===== config.mk =====
export PLATFORM = sky130hd
export DESIGN_NAME = rsfc_top
export DESIGN_NICKNAME = d
export VERILOG_FILES = /design/src/rtl/rsfc_pkg.sv /design/src/rtl/rsfc_top.sv /design/src/rtl/rsfc_sync3.sv /design/src/rtl/rsfc_delay.sv
export SDC_FILE = /design/constraint.sdc
export NUM_CORES = 1
export LEC_CHECK = 0
export BUFFER_PORTS_ARGS = -buffer_cell sky130_fd_sc_hd__buf_2
export CAP_MARGIN = 20
export CELL_PAD_IN_SITES_DETAIL_PLACEMENT = 1
export CELL_PAD_IN_SITES_GLOBAL_PLACEMENT = 1
export CORE_MARGIN = 3
export CORE_UTILIZATION = 40
export CTS_CLUSTER_DIAMETER = 50
export CTS_CLUSTER_SIZE = 12
export DETAILED_ROUTE_END_ITERATION = 10
export PLACE_DENSITY_LB_ADDON = 0.1
export SETUP_SLACK_MARGIN = 0.3
export SLEW_MARGIN = 20
export SYNTH_ARGS = -nofsm -noshare
export SYNTH_HDL_FRONTEND = slang
export SYNTH_SLANG_ARGS = --single-unit

===== constraint.sdc =====
create_clock -name clk -period 4.7 [get_ports clk]
set_input_delay 0.94 -clock clk [delete_from_list [all_inputs] [get_ports clk]]
set_output_delay 0.94 -clock clk [all_outputs]
set_load 0.01 [all_outputs]

===== src/rtl/rsfc_pkg.sv =====
// Purpose: shared constants for the reset source and flag controller
// Assumes: 50 MHz system clock, byte-wide register port with 4-bit address
// Notes: all offsets, fields, reset values and timing counts live here
package rsfc_pkg;

  // clock figures
  localparam int unsigned CLK_PERIOD_NS = 20; // 50 MHz system clock

  // printed timing has no figure here; plain defaults, see hand-over
  localparam int unsigned UV_FILTER_NS = 60000; // undervoltage_filter_time
  localparam int unsigned SOFT_RESET_NS = 40000; // soft_reset_delay

  // least times round up to whole cycles, never below one
  function automatic int unsigned rsfc_cycles_ceil(input int unsigned ns);
    int unsigned c;
    c = (ns + CLK_PERIOD_NS - 1) / CLK_PERIOD_NS;
    return (c < 1) ? 1 : c;
  endfunction

  localparam int unsigned UV_FILTER_CYC = rsfc_cycles_ceil(UV_FILTER_NS);
  localparam int unsigned SOFT_RESET_CYC = rsfc_cycles_ceil(SOFT_RESET_NS);
  localparam int unsigned RESET_HOLD_CYC = 4; // width of the full reset pulse
  localparam int unsigned DELAY_W = 16; // delay counter width

  // register port
  localparam int unsigned ADDR_W = 4;
  localparam int unsigned DATA_W = 8;
  localparam logic [3:0] OFS_THRESHOLD = 4'h0; // threshold_select_reg
  localparam logic [3:0] OFS_FLAGS = 4'h1; // reset_flag_reg
  localparam logic [3:0] OFS_GUARD = 4'h2; // reset_guard_word
  localparam logic [3:0] OFS_STATUS = 4'h3; // timeout / power-down flags
  localparam logic [3:0] OFS_IRQ_STAT = 4'h4; // sticky event bits
  localparam logic [3:0] OFS_IRQ_MASK = 4'h5; // event enables

  // reset values
  localparam logic [7:0] THRESHOLD_POR = 8'h55;
  localparam logic [7:0] GUARD_POR = 8'h55;
  localparam logic [7:0] GUARD_NOP_A = 8'h55;
  localparam logic [7:0] GUARD_NOP_B = 8'haa;

  // trip_level_code patterns
  localparam logic [7:0] TRIP_2V10 = 8'h55; // 01010101
  localparam logic [7:0] TRIP_2V55 = 8'h33; // 00110011
  localparam logic [7:0] TRIP_3V15 = 8'h99; // 10011001
  localparam logic [7:0] TRIP_3V80 = 8'haa; // 10101010

  // reset_flag_reg fields
  localparam int unsigned FLG_WDT_WORD = 0; // watchdog_word_corrupt_flag
  localparam int unsigned FLG_THR = 1; // threshold_corrupt_flag
  localparam int unsigned FLG_UV = 2; // undervoltage_cause_flag
  localparam int unsigned FLG_GUARD = 3; // reset_word_corrupt_flag

  // status register fields
  localparam int unsigned STS_TIMEOUT = 0; // watchdog_timeout_flag
  localparam int unsigned STS_PDOWN = 1; // power_down_flag

  // interrupt event bits
  localparam int unsigned IRQ_N = 5;
  localparam int unsigned EV_UV = 0;
  localparam int unsigned EV_THR = 1;
  localparam int unsigned EV_GUARD = 2;
  localparam int unsigned EV_WDT_WORD = 3;
  localparam int unsigned EV_TIMEOUT = 4;

  // selected trip level as a 2-bit index to the comparator
  typedef enum logic [1:0] {
    RSFC_LVL_2V10 = 2'h0,
    RSFC_LVL_2V55 = 2'h1,
    RSFC_LVL_3V15 = 2'h2,
    RSFC_LVL_3V80 = 2'h3
  } rsfc_level_t;

endpackage


===== src/rtl/rsfc_top.sv =====
// Purpose: reset source logic, cause flags and trip threshold selection
// Assumes: watchdog, comparator and CPU live outside; mode input is clk-synchronous
// Notes: rst_n is the power-on reset; every other reset is issued from here
// Function
// - four threshold patterns select the trip level
// - undefined threshold pattern: delayed full reset, restore
// - filtered undervoltage gives full reset, threshold kept
// - undervoltage cause flag bit 2, zero-write clears
// - threshold corrupt flag bit 1, zero-write clears
// - upper four flag bits read zero
// - run-mode watchdog gives full reset and threshold restore, sets timeout
// - sleep watchdog clears counter and stack only
// - timeout and power-down flag update per reset
// - power-on reset initialises core state
// - full resets load the guard word default, sleep watchdog keeps it
// - guard word corrupt flag bit 3, software clears
// - watchdog word corrupt flag bit 0, software clears
`timescale 1ns/1ns
module rsfc_top (
  input wire logic clk,
  input wire logic rst_n,
  input wire logic [rsfc_pkg::ADDR_W-1:0] regAddr,
  input wire logic [rsfc_pkg::DATA_W-1:0] regWdata,
  input wire logic regWrite,
  input wire logic regRead,
  input wire logic supplyLow,
  input wire logic sleepMode,
  input wire logic wdtTimeout,
  input wire logic wdtWordBad,
  input wire logic haltEntry,
  input wire logic wdtClear,
  output logic [rsfc_pkg::DATA_W-1:0] regRdata,
  output logic [1:0] tripLevel,
  output logic lvrEnable,
  output logic systemReset,
  output logic pcStackClear,
  output logic timeoutFlag,
  output logic powerDownFlag,
  output logic irq
);
  import rsfc_pkg::*;

  // reset release
  logic rstMeta; // first stage, read only by the second
  logic rstN; // released copy used by the rest of the block

  // registers
  logic [7:0] thresholdSel; // threshold_select_reg
  logic [7:0] guardWord; // reset_guard_word
  logic [3:0] causeFlags; // reset_flag_reg low nibble
  logic [IRQ_N-1:0] irqStat; // sticky events
  logic [IRQ_N-1:0] irqMask; // event enables

  // internal state
  logic supplyLowSync; // filtered comparator level
  logic wdtWordPend; // watchdog word fault waiting for its delay
  logic [2:0] holdCount; // remaining full-reset cycles
  // decoded views of the guarded registers
  logic thrValid;
  rsfc_level_t thrLevel;
  logic guardValid;
  // reset sources and their timers
  logic softArm;
  logic softDone;
  logic uvDone;
  logic runWdt;
  logic sleepWdt;
  logic fullReset;
  logic thrRestore;
  // event strobes and write decodes
  logic [IRQ_N-1:0] events;
  logic wrThr;
  logic wrFlags;
  logic wrGuard;
  logic wrIrqStat;
  logic wrIrqMask;

  // pattern decode for the trip level, reused for check and select
  function automatic logic thr_valid(input logic [7:0] code);
    return (code == TRIP_2V10) || (code == TRIP_2V55) ||
           (code == TRIP_3V15) || (code == TRIP_3V80);
  endfunction

  function automatic rsfc_level_t thr_level(input logic [7:0] code);
    rsfc_level_t lvl;
    lvl = RSFC_LVL_2V10;
    case (code)
      TRIP_2V55: lvl = RSFC_LVL_2V55;
      TRIP_3V15: lvl = RSFC_LVL_3V15;
      TRIP_3V80: lvl = RSFC_LVL_3V80;
      default: lvl = RSFC_LVL_2V10;
    endcase
    return lvl;
  endfunction

  // two-flop release of the power-on reset
  always_ff @(posedge clk or negedge rst_n) begin
    if (!rst_n) begin
      rstMeta <= 1'b0;
      rstN <= 1'b0;
    end else begin
      rstMeta <= 1'b1;
      rstN <= rstMeta;
    end
  end

  // comparator output is asynchronous to clk
  rsfc_sync3 uSupplySync (
    .clk(clk),
    .rstN(rstN),
    .async(supplyLow),
    .level(supplyLowSync)
  );

  // continuous pattern checks, no register access needed
  assign thrValid = thr_valid(thresholdSel);
  assign thrLevel = thr_level(thresholdSel);
  assign guardValid = (guardWord == GUARD_NOP_A) || (guardWord == GUARD_NOP_B);

  // address decode
  assign wrThr = regWrite && (regAddr == OFS_THRESHOLD);
  assign wrFlags = regWrite && (regAddr == OFS_FLAGS);
  assign wrGuard = regWrite && (regAddr == OFS_GUARD);
  assign wrIrqStat = regWrite && (regAddr == OFS_IRQ_STAT);
  assign wrIrqMask = regWrite && (regAddr == OFS_IRQ_MASK);

  // any software-type fault waits out the soft reset delay
  assign softArm = !thrValid || !guardValid || wdtWordPend;

  rsfc_delay #(
    .CYCLES(SOFT_RESET_CYC)
  ) uSoftDelay (
    .clk(clk),
    .rstN(rstN),
    .arm(softArm),
    .done(softDone)
  );

  // undervoltage must persist the filter time; the detector sleeps with the core
  rsfc_delay #(
    .CYCLES(UV_FILTER_CYC)
  ) uUvFilter (
    .clk(clk),
    .rstN(rstN),
    .arm(supplyLowSync && !sleepMode),
    .done(uvDone)
  );

  // watchdog time-out splits by operating mode
  assign runWdt = wdtTimeout && !sleepMode;
  assign sleepWdt = wdtTimeout && sleepMode;

  // full reset sources; the sleep case is deliberately absent
  assign fullReset = uvDone || softDone || runWdt;

  // threshold reloads on a soft fault or a run-mode watchdog, not on undervoltage
  assign thrRestore = softDone || runWdt;

  // event vector for the interrupt status
  always_comb begin
    events = '0;
    events[EV_UV] = uvDone;
    events[EV_THR] = !thrValid;
    events[EV_GUARD] = !guardValid;
    events[EV_WDT_WORD] = wdtWordBad;
    events[EV_TIMEOUT] = wdtTimeout;
  end

  // threshold select register
  always_ff @(posedge clk or negedge rstN) begin
    if (!rstN) begin
      thresholdSel <= THRESHOLD_POR;
    end else if (thrRestore) begin
      // restore outranks a software write in the same cycle
      thresholdSel <= THRESHOLD_POR;
    end else if (wrThr && !fullReset) begin
      // undervoltage reset and sleep watchdog leave it alone
      thresholdSel <= regWdata;
    end
  end

  // selected level to the comparator, held while a pattern is invalid
  always_ff @(posedge clk or negedge rstN) begin
    if (!rstN) begin
      tripLevel <= RSFC_LVL_2V10;
    end else if (thrValid) begin
      tripLevel <= thrLevel;
    end
  end

  // detector is active only in the fast and slow modes
  always_ff @(posedge clk or negedge rstN) begin
    if (!rstN) begin
      lvrEnable <= 1'b0;
    end else begin
      lvrEnable <= !sleepMode;
    end
  end

  // guard word: reloads on every full reset, kept by sleep watchdog
  always_ff @(posedge clk or negedge rstN) begin
    if (!rstN) begin
      guardWord <= GUARD_POR;
    end else if (fullReset) begin
      guardWord <= GUARD_POR;
    end else if (wrGuard) begin
      guardWord <= regWdata;
    end
  end

  // watchdog word fault is a pulse; hold it until its delayed reset fires
  always_ff @(posedge clk or negedge rstN) begin
    if (!rstN) begin
      wdtWordPend <= 1'b0;
    end else if (wdtWordBad) begin
      wdtWordPend <= 1'b1;
    end else if (fullReset) begin
      wdtWordPend <= 1'b0;
    end
  end

  // cause flags: only power-on clears them by hardware, so a flag
  // raised by a reset is not wiped by that same reset
  // a written zero clears, a written one keeps; a set in the same cycle wins
  always_ff @(posedge clk or negedge rstN) begin
    if (!rstN) begin
      causeFlags <= 4'h0;
    end else begin
      // software clear first; a set below in the same cycle overrides it
      for (int i = 0; i < 4; i++) begin
        if (wrFlags && !regWdata[i]) begin
          causeFlags[i] <= 1'b0;
        end
      end
      if (uvDone) begin
        causeFlags[FLG_UV] <= 1'b1;
      end
      if (!thrValid) begin
        causeFlags[FLG_THR] <= 1'b1;
      end
      if (!guardValid) begin
        causeFlags[FLG_GUARD] <= 1'b1;
      end
      if (wdtWordBad) begin
        causeFlags[FLG_WDT_WORD] <= 1'b1;
      end
    end
  end

  // timeout and power-down: zero at power-on, untouched by undervoltage
  // a time-out outranks halt and clear arriving in the same cycle
  always_ff @(posedge clk or negedge rstN) begin
    if (!rstN) begin
      timeoutFlag <= 1'b0;
      powerDownFlag <= 1'b0;
    end else if (wdtTimeout) begin
      timeoutFlag <= 1'b1;
      // only a watchdog from sleep or idle marks power-down
      powerDownFlag <= sleepWdt ? 1'b1 : powerDownFlag;
    end else if (haltEntry) begin
      powerDownFlag <= 1'b1;
    end else if (wdtClear) begin
      // clearing the watchdog also clears both status flags
      timeoutFlag <= 1'b0;
      powerDownFlag <= 1'b0;
    end
  end

  // full reset pulse to the core: counter zero, interrupts off, timers off,
  // ports to inputs, stack to top; held for a few cycles, restarted on a new cause
  always_ff @(posedge clk or negedge rstN) begin
    if (!rstN) begin
      holdCount <= 3'(RESET_HOLD_CYC);
      systemReset <= 1'b1;
    end else if (fullReset) begin
      // a fresh cause restarts the count, so overlapping causes stretch the pulse
      holdCount <= 3'(RESET_HOLD_CYC - 1);
      systemReset <= 1'b1;
    end else if (holdCount != 3'h0) begin
      holdCount <= holdCount - 3'h1;
      systemReset <= 1'b1;
    end else begin
      systemReset <= 1'b0;
    end
  end

  // sleep watchdog: one pulse clearing program counter and stack pointer only
  always_ff @(posedge clk or negedge rstN) begin
    if (!rstN) begin
      pcStackClear <= 1'b0;
    end else begin
      pcStackClear <= sleepWdt && !fullReset;
    end
  end

  // interrupt mask
  always_ff @(posedge clk or negedge rstN) begin
    if (!rstN) begin
      irqMask <= '0;
    end else if (wrIrqMask) begin
      irqMask <= regWdata[IRQ_N-1:0];
    end
  end

  // sticky events, write one to clear, set beats clear
  always_ff @(posedge clk or negedge rstN) begin
    if (!rstN) begin
      irqStat <= '0;
    end else begin
      irqStat <= (irqStat & ~(wrIrqStat ? regWdata[IRQ_N-1:0] : '0)) | events;
    end
  end

  // level interrupt, registered so it lags status by one cycle
  always_ff @(posedge clk or negedge rstN) begin
    if (!rstN) begin
      irq <= 1'b0;
    end else begin
      irq <= |(irqStat & irqMask);
    end
  end

  // read data stands in the cycle after the strobe only
  always_ff @(posedge clk or negedge rstN) begin
    if (!rstN) begin
      regRdata <= '0;
    end else if (regRead) begin
      // short registers are zero-padded into the byte
      case (regAddr)
        OFS_THRESHOLD: regRdata <= thresholdSel;
        OFS_FLAGS: regRdata <= {4'h0, causeFlags};
        OFS_GUARD: regRdata <= guardWord;
        OFS_STATUS: regRdata <= {6'h00, powerDownFlag, timeoutFlag};
        OFS_IRQ_STAT: regRdata <= {3'h0, irqStat};
        OFS_IRQ_MASK: regRdata <= {3'h0, irqMask};
        default: regRdata <= 8'h00; // unmapped reads as zero
      endcase
    end else begin
      regRdata <= 8'h00;
    end
  end
endmodule


===== src/rtl/rsfc_sync3.sv =====
// Purpose: three-stage synchroniser for one asynchronous level
// Assumes: input may change at any time relative to clk
// Notes: output follows only when stages two and three agree
`timescale 1ns/1ns
module rsfc_sync3 (
  input wire logic clk,
  input wire logic rstN,
  input wire logic async,
  output logic level
);
  logic s1; // metastable stage, read only by s2
  logic s2;
  logic s3;

  // shift chain
  always_ff @(posedge clk or negedge rstN) begin
    if (!rstN) begin
      s1 <= 1'b0;
      s2 <= 1'b0;
      s3 <= 1'b0;
    end else begin
      s1 <= async;
      s2 <= s1;
      s3 <= s2;
    end
  end

  // accept a change once two settled stages agree
  always_ff @(posedge clk or negedge rstN) begin
    if (!rstN) begin
      level <= 1'b0;
    end else if (s2 == s3) begin
      level <= s3;
    end
  end
endmodule


===== src/rtl/rsfc_delay.sv =====
// Purpose: armed delay timer, one pulse after a level stays high long enough
// Assumes: arm comes from logic on the same clock
// Notes: dropping arm restarts the count; fires once per armed period
`timescale 1ns/1ns
module rsfc_delay #(
  parameter int unsigned CYCLES = 1
) (
  input wire logic clk,
  input wire logic rstN,
  input wire logic arm,
  output logic done
);
  import rsfc_pkg::*;

  localparam logic [DELAY_W-1:0] LAST = DELAY_W'(CYCLES - 1);

  logic [DELAY_W-1:0] count; // cycles spent armed
  logic fired; // blocks repeat pulses while arm stays high

  // counter and one-shot
  always_ff @(posedge clk or negedge rstN) begin
    if (!rstN) begin
      count <= '0;
      fired <= 1'b0;
      done <= 1'b0;
    end else if (!arm) begin
      count <= '0;
      fired <= 1'b0;
      done <= 1'b0;
    end else if (!fired && count == LAST) begin
      fired <= 1'b1;
      done <= 1'b1;
    end else begin
      count <= fired ? count : count + 1'b1;
      done <= 1'b0;
    end
  end
endmodule


After elaboration in Yosys (flattened, before gate mapping)
Cells that the tools add are included.
{"block": "word_totals", "out_inout_bits": 16, "word_cells": 153, "regBits": 92, "in_bits": 22}
{"block": "op_classes", "eq_ne": 24, "reduce_logical": 50, "bitwise": 4, "add_sub_neg": 3, "muxes": 42}
{"op": "$mux W16", "n": 6}
{"op": "$pmux W8 S6", "n": 1}
{"op": "$mux W8", "n": 5}
{"op": "$add A16 B1 Y16 const B", "n": 2}
{"op": "$mux W1", "n": 26}
{"op": "$eq A8 B8 Y1 const B", "n": 3}
{"op": "$eq A16 B11 Y1 const B", "n": 1}
{"op": "$eq A16 B12 Y1 const B", "n": 1}
{"op": "$eq A8 B7 Y1 const B", "n": 2}
{"op": "$logic_and A1 B1 Y1", "n": 16}
{"op": "$ne A2 B2 Y1 const B", "n": 7}
{"op": "$reduce_bool A2 Y1", "n": 7}
{"op": "$and A5 B5 Y5", "n": 2}
{"op": "$logic_not A1 Y1", "n": 10}
{"op": "$logic_or A1 B1 Y1", "n": 9}
{"op": "$eq A4 B2 Y1 const B", "n": 2}
{"op": "$eq A4 B3 Y1 const B", "n": 2}
{"op": "$eq A8 B6 Y1 const B", "n": 1}
{"op": "$reduce_and A2 Y1", "n": 4}
{"op": "$mux W3", "n": 2}
{"op": "$ne A2 B1 Y1 const B", "n": 3}
{"op": "$pmux W2 S3", "n": 1}
{"op": "$reduce_bool A3 Y1", "n": 2}
{"op": "$mux W5", "n": 1}
{"op": "7 further kinds", "n": 7}

Longest topological paths before layout
Gate-level depths: netlist (run 1).
{"block": "depth", "depth_word": 9, "ltp_mapped": 6, "ltp_nobuf": 6}

Modules after synthesis
From an unflattened synthesis (run 1), not the netlist that was laid out.
{"block": "unflattened", "hier_cells": 457, "area_unflattened_um2": 4673.2}
{"mod": "rsfc_top", "area_each_um2": 2570.0, "n_inst": 1, "seq_area_each_um2": 1313.8, "cells_each": 241}
{"mod": "rsfc_delay (uSoftDelay)", "area_each_um2": 1002.2, "n_inst": 1, "seq_area_each_um2": 450.4, "cells_each": 105}
{"mod": "rsfc_delay (uUvFilter)", "area_each_um2": 989.7, "n_inst": 1, "seq_area_each_um2": 450.4, "cells_each": 106}
{"mod": "rsfc_sync3", "area_each_um2": 111.4, "n_inst": 1, "seq_area_each_um2": 100.1, "cells_each": 5}

Worst setup path before layout (run 1)
No wires, ideal clock.
{"block": "synth_timing", "kind": "input to register", "start": "input wdtTimeout", "end": "register thresholdSel[1]", "setup_slack_ns": 2.452, "t_arrival_ns": 2.126, "setup_ns": 0.122, "t_required_ns": 4.578, "n_path_buf": 0, "path_stages": 4, "cell_sequence": "nor2b_1 > or3_1 > or3_1 > a32o_1"}
{"block": "synth_between", "elab_chain_cells": 5, "elab_cells_between_ends": 7, "cone_classes": "1 x mux; 6 x reduce/logical"}
{"element": "start, declared", "line_no": "rsfc_top.sv:28", "source": "input wire logic wdtTimeout,"}
{"element": "$logic_and A1 B1 Y1 (*)", "line_no": "rsfc_top.sv:150", "source": "assign runWdt = wdtTimeout && !sleepMode;"}
{"element": "$logic_or A1 B1 Y1", "line_no": "rsfc_top.sv:154", "source": "assign fullReset = uvDone || softDone || runWdt;"}
{"element": "$logic_not A1 Y1", "line_no": "rsfc_top.sv:176", "source": "end else if (wrThr && !fullReset) begin"}
{"element": "$logic_and A1 B1 Y1", "line_no": "rsfc_top.sv:176"}
{"element": "$reduce_bool A2 Y1 (no source line)"}
{"element": "end signal, assigned", "line_no": "rsfc_top.sv:178", "source": "thresholdSel <= regWdata;"}
{"element": "end, declared", "line_no": "rsfc_top.sv:48", "source": "logic [7:0] thresholdSel;"}
Every way passes the cells marked *; elsewhere a longest branch is shown, timed or not.
A chain may end at the register's enable or synchronous reset.

Worst setup path in the final report (run 1)
{"block": "layout_timing", "start": "input regAddr[0] (netlist name)", "end": "register thresholdSel[7]"}
{"block": "layout_between", "elab_chain_cells": 4}
{"element": "start, declared", "line_no": "rsfc_top.sv:22", "source": "input wire logic [rsfc_pkg::ADDR_W-1:0] regAddr,"}
{"element": "$logic_not A4 Y1", "line_no": "rsfc_top.sv:121", "source": "assign wrThr = regWrite && (regAddr == OFS_THRESHOLD);"}
{"element": "$logic_and A1 B1 Y1", "line_no": "rsfc_top.sv:121"}
{"element": "$logic_and A1 B1 Y1", "line_no": "rsfc_top.sv:176"}
{"element": "$reduce_bool A2 Y1 (no source line)"}
No other way between the ends.

==> results of run 1 <==
## metrics by stage
step	hold slack, ps	utilization, %
2_1_floorplan	331	-
3_3_place_gp	332	45.2
3_5_place_dp	332	45.2
4_1_cts	334	47.0
5_1_grt	326	47.0
6_report	310	47.0
## power breakdown
part	internal (mW)	switching [mW]
clock	0.258	0.269
combinational	0.133	0.167
sequential	0.870	0.0844
total	1.26	0.520
## registers in the layout, summed over array words and instances (netlist names), 2 cells and up
register,count
causeFlags,4
guardWord,8
holdCount,3
irqMask,5
irqStat,5
regRdata,8
thresholdSel,8
tripLevel,2
uSoftDelay.count,16
uUvFilter.count,16
## final timing paths
path / from / end / slack (ps) / cells past startpoint
min in group clk: uSupplySync.s1 / uSupplySync.s2 / 360 / 0
hold reg to reg: rstN / tripLevel[1] / 310 / 0
setup reg to reg: uUvFilter.count[0] / uUvFilter.count[14] / 2730 / 5
max in group asynchronous: rstN / uUvFilter.count[9] / 3330 / 1
hold / removal: rstN / tripLevel[1] / 310 / 0
setup / recovery: regAddr[0] / thresholdSel[7] / 2460 / 5
## cell type report
class                   count  area, sq um  area share, %
inverters                  11         41.3          0.829
flip-flops and latches     92         2320           46.6
multi-input cells         297         2060           41.3
clock inverters             2         35.0          0.704
clock buffers              13          149           2.99
well taps                 136          170           3.42
repair buffers             40          208           4.17
## worst max-delay path, cell delays in order
cell and delay, ps:
buf_2 190, or4b_4 590, or4_4 490, nor2_4 160
a32o_1 160
## cell usage in the layout (no fill, tap or decap), types with 3 or more instances in the layout
master,synthesis,final
mux2i_1,10,10
nor2b_1,3,3
or4_4,3,3
a22oi_1,10,10
or3_1,10,10
nand4_1,8,8
o21ai_0,11,11
xor2_1,4,4
a211oi_1,4,4
and4_1,4,4
o21ai_1,5,5
o22a_1,7,7
nor2_1,26,26
dfrtp_1,82,81
buf_2,3,37
inv_1,11,11
a22o_1,6,6
nand2b_1,12,12
xnor2_1,11,11
nor4bb_1,6,6
o21a_1,3,3
buf_4,0,3
nor4_1,3,3
nand2_1,34,34
and3_1,4,4
and4b_1,3,3
ha_1,4,4
nand3_1,20,20
a21o_1,9,9
nor3_1,7,7
a21oi_1,21,21
mux2_2,8,8
clkbuf_8,0,10
dfstp_2,10,10
a32o_1,5,5
clkbuf_1,6,3
## Yosys cell counts, types with 11 or more instances
library cell / instances / area share [%]
a21oi_1: 21 / 2.4
dfrtp_1: 82 / 46
inv_1: 11 / 0.92
nand2_1: 34 / 2.9
nand2b_1: 12 / 1.7
nand3_1: 20 / 2.2
nor2_1: 26 / 2.2
o21ai_0: 11 / 1.2
xnor2_1: 11 / 2.2
## kinds of logic (layout without fill, tap and decap cells)
kind of cell    count (synthesis)  count (layout)  share of synthesized area [%]
flops                          92              92                           51.8
buf+inv                        24              66                           2.10
fa+ha+maj                       5               5                           1.34
compound gates                 96              96                           15.1
mux                            20              20                           5.27
xor+xnor                       15              15                           2.94
simple gates                  160             160                           21.4
other cells                     1               1                         0.0840
## metal layers
layer	part of all wire [%]	vias to the layer above	track usage (%)
met3	2.8	11	3.32
met4	1.4	0	4.70
met5	0	-	0
met2	49	50	30.7
li1	-	1614	-
met1	47	1731	24.6
==> flow_metrics.py, run 1 <==
metrics = {
    "sta": {
        "final_hold_viol_count": 0,
        "fin_crit_ps": 2240,
        "final.setup.worst_slack_ps": 2460,
        "final-setup-viol-count": 0,
        "slew_headroom_pct": 47.7,
        "rsz0062_at_grt": "false",
        "finalClockSkew_ps": 10.0,
        "fin_tns_setup_ps": 0,
        "worst_slew_pin_slew_ps": 778,
        "fin_crit_sh_pct": 47.7,
        "slew_viol_final": 0,
        "fmax_mhz": 446,
    },
    "route": {
        "wl_per_cell_um": 18.4,
        "dr_total_vias": 3406,
        "drt-total-wl_um": 10900,
        "post_drt_via_cell_ratio": 5.76,
        "drtIter0Drc": 221,
        "drt_first_pass_iters": 4,
        "drtAntennaViolNets": 0,
        "drc": 0,
    },
    "cells_and_area": {
        "design_area_sq_mm": 0.00498,
        "layout-drive-gt1-share_pct": 18.5,
        "num-fill-cells": 1201,
        "diodes": 0,
        "areaGrowthSynthToFinish_pct": 11.5,
        "nNetsFinal": 477,
        "fin_cells": 591,
    },
    "synth": {
        "ys_ff_latch": 92,
        "synth_cell_types": 63,
        "synth-seq-area-share_pct": 51.8,
        "avgSynthCellArea_sq_um": 10.8,
        "syn-cell-area_sq_mm": 0.00447,
        "synth_warnings": 0,
        "syn_inst": 413,
        "synthFlopType": "dfrtp_1",
        "synth_nets": 439,
        "synth_edf_count": 0,
        "async_flop_share_pct": 100,
    },
    "floorplanning": {
        "core_area_sq_mm": 0.0106,
        "initial_core_util_pct": 42.1,
        "die_w_um": 112,
        "dieArea_sq_mm": 0.0125,
        "rows": 37,
        "die_h_um": 112,
        "boundaryPins": 38,
    },
    "grt": {
        "grt_pass1_wl_um": 18600,
        "grt.total_usage_pct": 18.3,
        "grt_max_degree": 53,
        "antenna_found_initial": 0,
        "overflow": 0,
        "grt_pass1_vias": 3650,
    },
    "power": {
        "ir_drop_v": 0.000138,
        "power_density_mw_per_mm2": 358,
        "p_leak_nw": 2.12,
        "p_total_mw": 1.78,
    },
    "worst_setup_path": {
        "arrival_ps": 2530,
        "path_class": "input pin to flop",
        "cp-end-kind": "flop",
        "startpoint_type": "input pin",
        "path_max_fanout": 14,
        "critPathRequiredTime_ps": 4990,
    },
    "clocking": {
        "cts_buffer_depth": 2,
        "path_clk_slew_ps": 90,
        "cts-buffers-inserted": 9,
        "ctsHoldBuffers": 0,
        "clock_latency_ps": 360,
        "clock_sinks": 92,
        "clockRootBuffer": "clkbuf_8",
        "htree_levels": 3,
        "tritoncts": "done",
        "cts_setup_buffers": 0,
        "cts_resized": 0,
    },
    "run_status": {
        "status": "complete, no violations",
    },
    "placed_design": {
        "place_congestion": 0.812,
        "dp.cells": 576,
        "placed_cell_area_sq_mm": 0.00480,
        "dp_slack_ps": 2120,
        "portBuffers": 37,
        "dp_hpwl_um": 7760,
    },
    "flow_run": {
        "maxCapViolations": 0,
    },
    "hold_path": {
        "worstHoldPathType": "flop to async pin",
    },
}
Power figures use the tool's default switching activity.
==> run 2, diff against run 1 <==
- clock period: 4.7 -> 2.3 ns (I/O delays scaled with it)
==> run 2 against run 1 <==
  * Utilization rose by 0.76 points
  * Clock skew rose by 3.0 ps
  * Routed wire length barely moved
  * Worst hold slack got worse by 110 ps
  * Cell count rose by 1.9%
  * Die area did not move
  * Critical path type is now flop to flop
  * Largest cell class unchanged
  * Largest power group unchanged
==> flow_metrics.py, run 2 (synthesis results as in run 1) <==
metrics = {
    "cells_and_area": {
        "layout-drive-gt1-share_pct": 20.4,
        "final_cell_mix": "dfrtp_1 (81), buf_2 (37), nand2_1 (34)",
        "diodes": 0,
        "areaGrowthSynthToFinish_pct": 13.3,
        "largest_registers": "uSoftDelay.count (16), uUvFilter.count (16)",
        "final_common_cell": "dfrtp_1",
        "nNetsFinal": 487,
        "fin_util_pct": 47.7,
        "num-fill-cells": 1196,
    },
    "clocking": {
        "clock_latency_ps": 370,
        "clockRootBuffer": "clkbuf_8",
        "tritoncts": "done",
        "cts-buffers-inserted": 9,
        "htree_levels": 3,
        "clock_sinks": 92,
        "path_clk_slew_ps": 90,
        "cts_buffer_depth": 2,
        "cts_setup_buffers": 0,
    },
    "sta": {
        "worst_slew_pin_slew_ps": 521,
        "final.setup.worst_slack_ps": 368,
        "fin_crit_sh_pct": 84.0,
        "slew_headroom_pct": 64.8,
        "final-setup-viol-count": 0,
        "rsz0062_at_grt": "true",
        "slew_viol_final": 0,
        "fmax_mhz": 518,
        "finalClockSkew_ps": 13.0,
        "final_hold_viol_count": 0,
        "fin_crit_ps": 1930,
        "hold_ws_ps": 199,
        "fin_tns_setup_ps": 0,
    },
    "route": {
        "wl_per_cell_um": 18.1,
        "drtAntennaViolNets": 0,
        "wl_met1_um": 5090,
        "drc": 0,
        "highest_layer": "met4",
        "met2_length_um": 5290,
        "wl_met3_um": 289,
        "post_drt_via_cell_ratio": 5.63,
        "drtIter0Drc": 244,
        "dr_total_vias": 3388,
        "drt_first_pass_iters": 4,
        "drt-total-wl_um": 10900,
    },
    "run_status": {
        "status": "complete, no violations",
    },
    "power": {
        "power_density_mw_per_mm2": 703,
        "p_leak_nw": 2.15,
        "ir_drop_v": 0.000289,
    },
    "worst_setup_path": {
        "startpoint_type": "flop",
        "crit_start": "uUvFilter.count[0]",
        "r2r-start": "uUvFilter.count[0]",
        "arrival_ps": 2230,
        "path_max_fanout": 7,
        "path_class": "flop to flop",
        "critPathRequiredTime_ps": 2600,
        "cp-end-kind": "flop",
    },
    "placed_design": {
        "dp_slack_ps": 287,
        "portBuffers": 37,
        "dp_hpwl_um": 7700,
        "place_congestion": 0.780,
    },
    "grt": {
        "grt_pass1_vias": 3592,
        "grt_max_degree": 91,
        "overflow": 0,
        "grt.total_usage_pct": 18.5,
        "grt_pass1_wl_um": 18500,
        "antenna_found_initial": 0,
    },
    "floorplanning": {
        "dieArea_sq_mm": 0.0125,
        "boundaryPins": 38,
        "rows": 37,
        "die_h_um": 112,
        "initial_core_util_pct": 42.1,
        "die_w_um": 112,
        "core_area_sq_mm": 0.0106,
    },
    "flow_run": {
        "maxCapViolations": 0,
    },
    "hold_path": {
        "worstHoldPathType": "input pin to flop",
        "holdCritStartpoint": "supplyLow",
    },
}
[run 2: path summary, 6_finish.rpt]
| check | to | slack, ps | cells after the start |
|---|---|---|---|
| min | uSupplySync.s1 | 200 | 1 |
| min in group asynchronous | regRdata[5] | 360 | 1 |
| max reg2reg | uUvFilter.count[14] | 370 | 5 |
| min reg2reg | regRdata[5] | 360 | 1 |
| max in group asynchronous | systemReset | 1540 | 1 |
| max | uUvFilter.count[14] | 370 | 5 |
[run 2: where the power goes]
group | internal [mW] | leakage [nW] | switching, mW
logic | 0.285 | 0.919 | 0.347
clock network | 0.424 | 0.0807 | 0.567
registers | 1.78 | 1.15 | 0.158
[run 2: layout make-up]
cell class	instances	area [sq um]	share of cell area [%]
Clock inverter	2	12.5	0.247
Clock buffer	14	153	3.02
Timing Repair Buffer	50	298	5.89
Sequential cell	92	2320	45.8
Multi-Input combinational cell	297	2070	40.9
Inverter	11	41.3	0.816
Tap cell	136	170	3.36
[run 2: stage by stage]
step / instance area, sq um / total power, mW / instances
floorplan: 4470 / 2.39 / 413
global placement: 4880 / 2.58 / 585
detailed placement: 4880 / 2.60 / 585
CTS: 5050 / 3.62 / 602
global route: 5060 / 3.81 / 602
finish: 5060 / 3.56 / 602
[run 2: timing repair]
| action | in CTS | in global routing |
|---|---|---|
| hold buffers | 1 | 0 |
| hold endpoints to repair | 2 | 0 |
| gates resized for setup | 0 | 2 |
| endpoints found under the setup margin | 0 | 4 |
[run 2: routing by layer]
metal,track usage [%],vias up
li1,-,1625
met1,25.1,1700
met2,29.7,51
met3,2.93,12
met4,7.70,0
met5,0,-
[run 2: worst max-delay path, cell delays in order, from the launching register on]
cell and delay, ps:
dfrtp_1 420, ha_2 240, nand4_4 130, or4_4 590, or3_1 320, a21oi_1 140
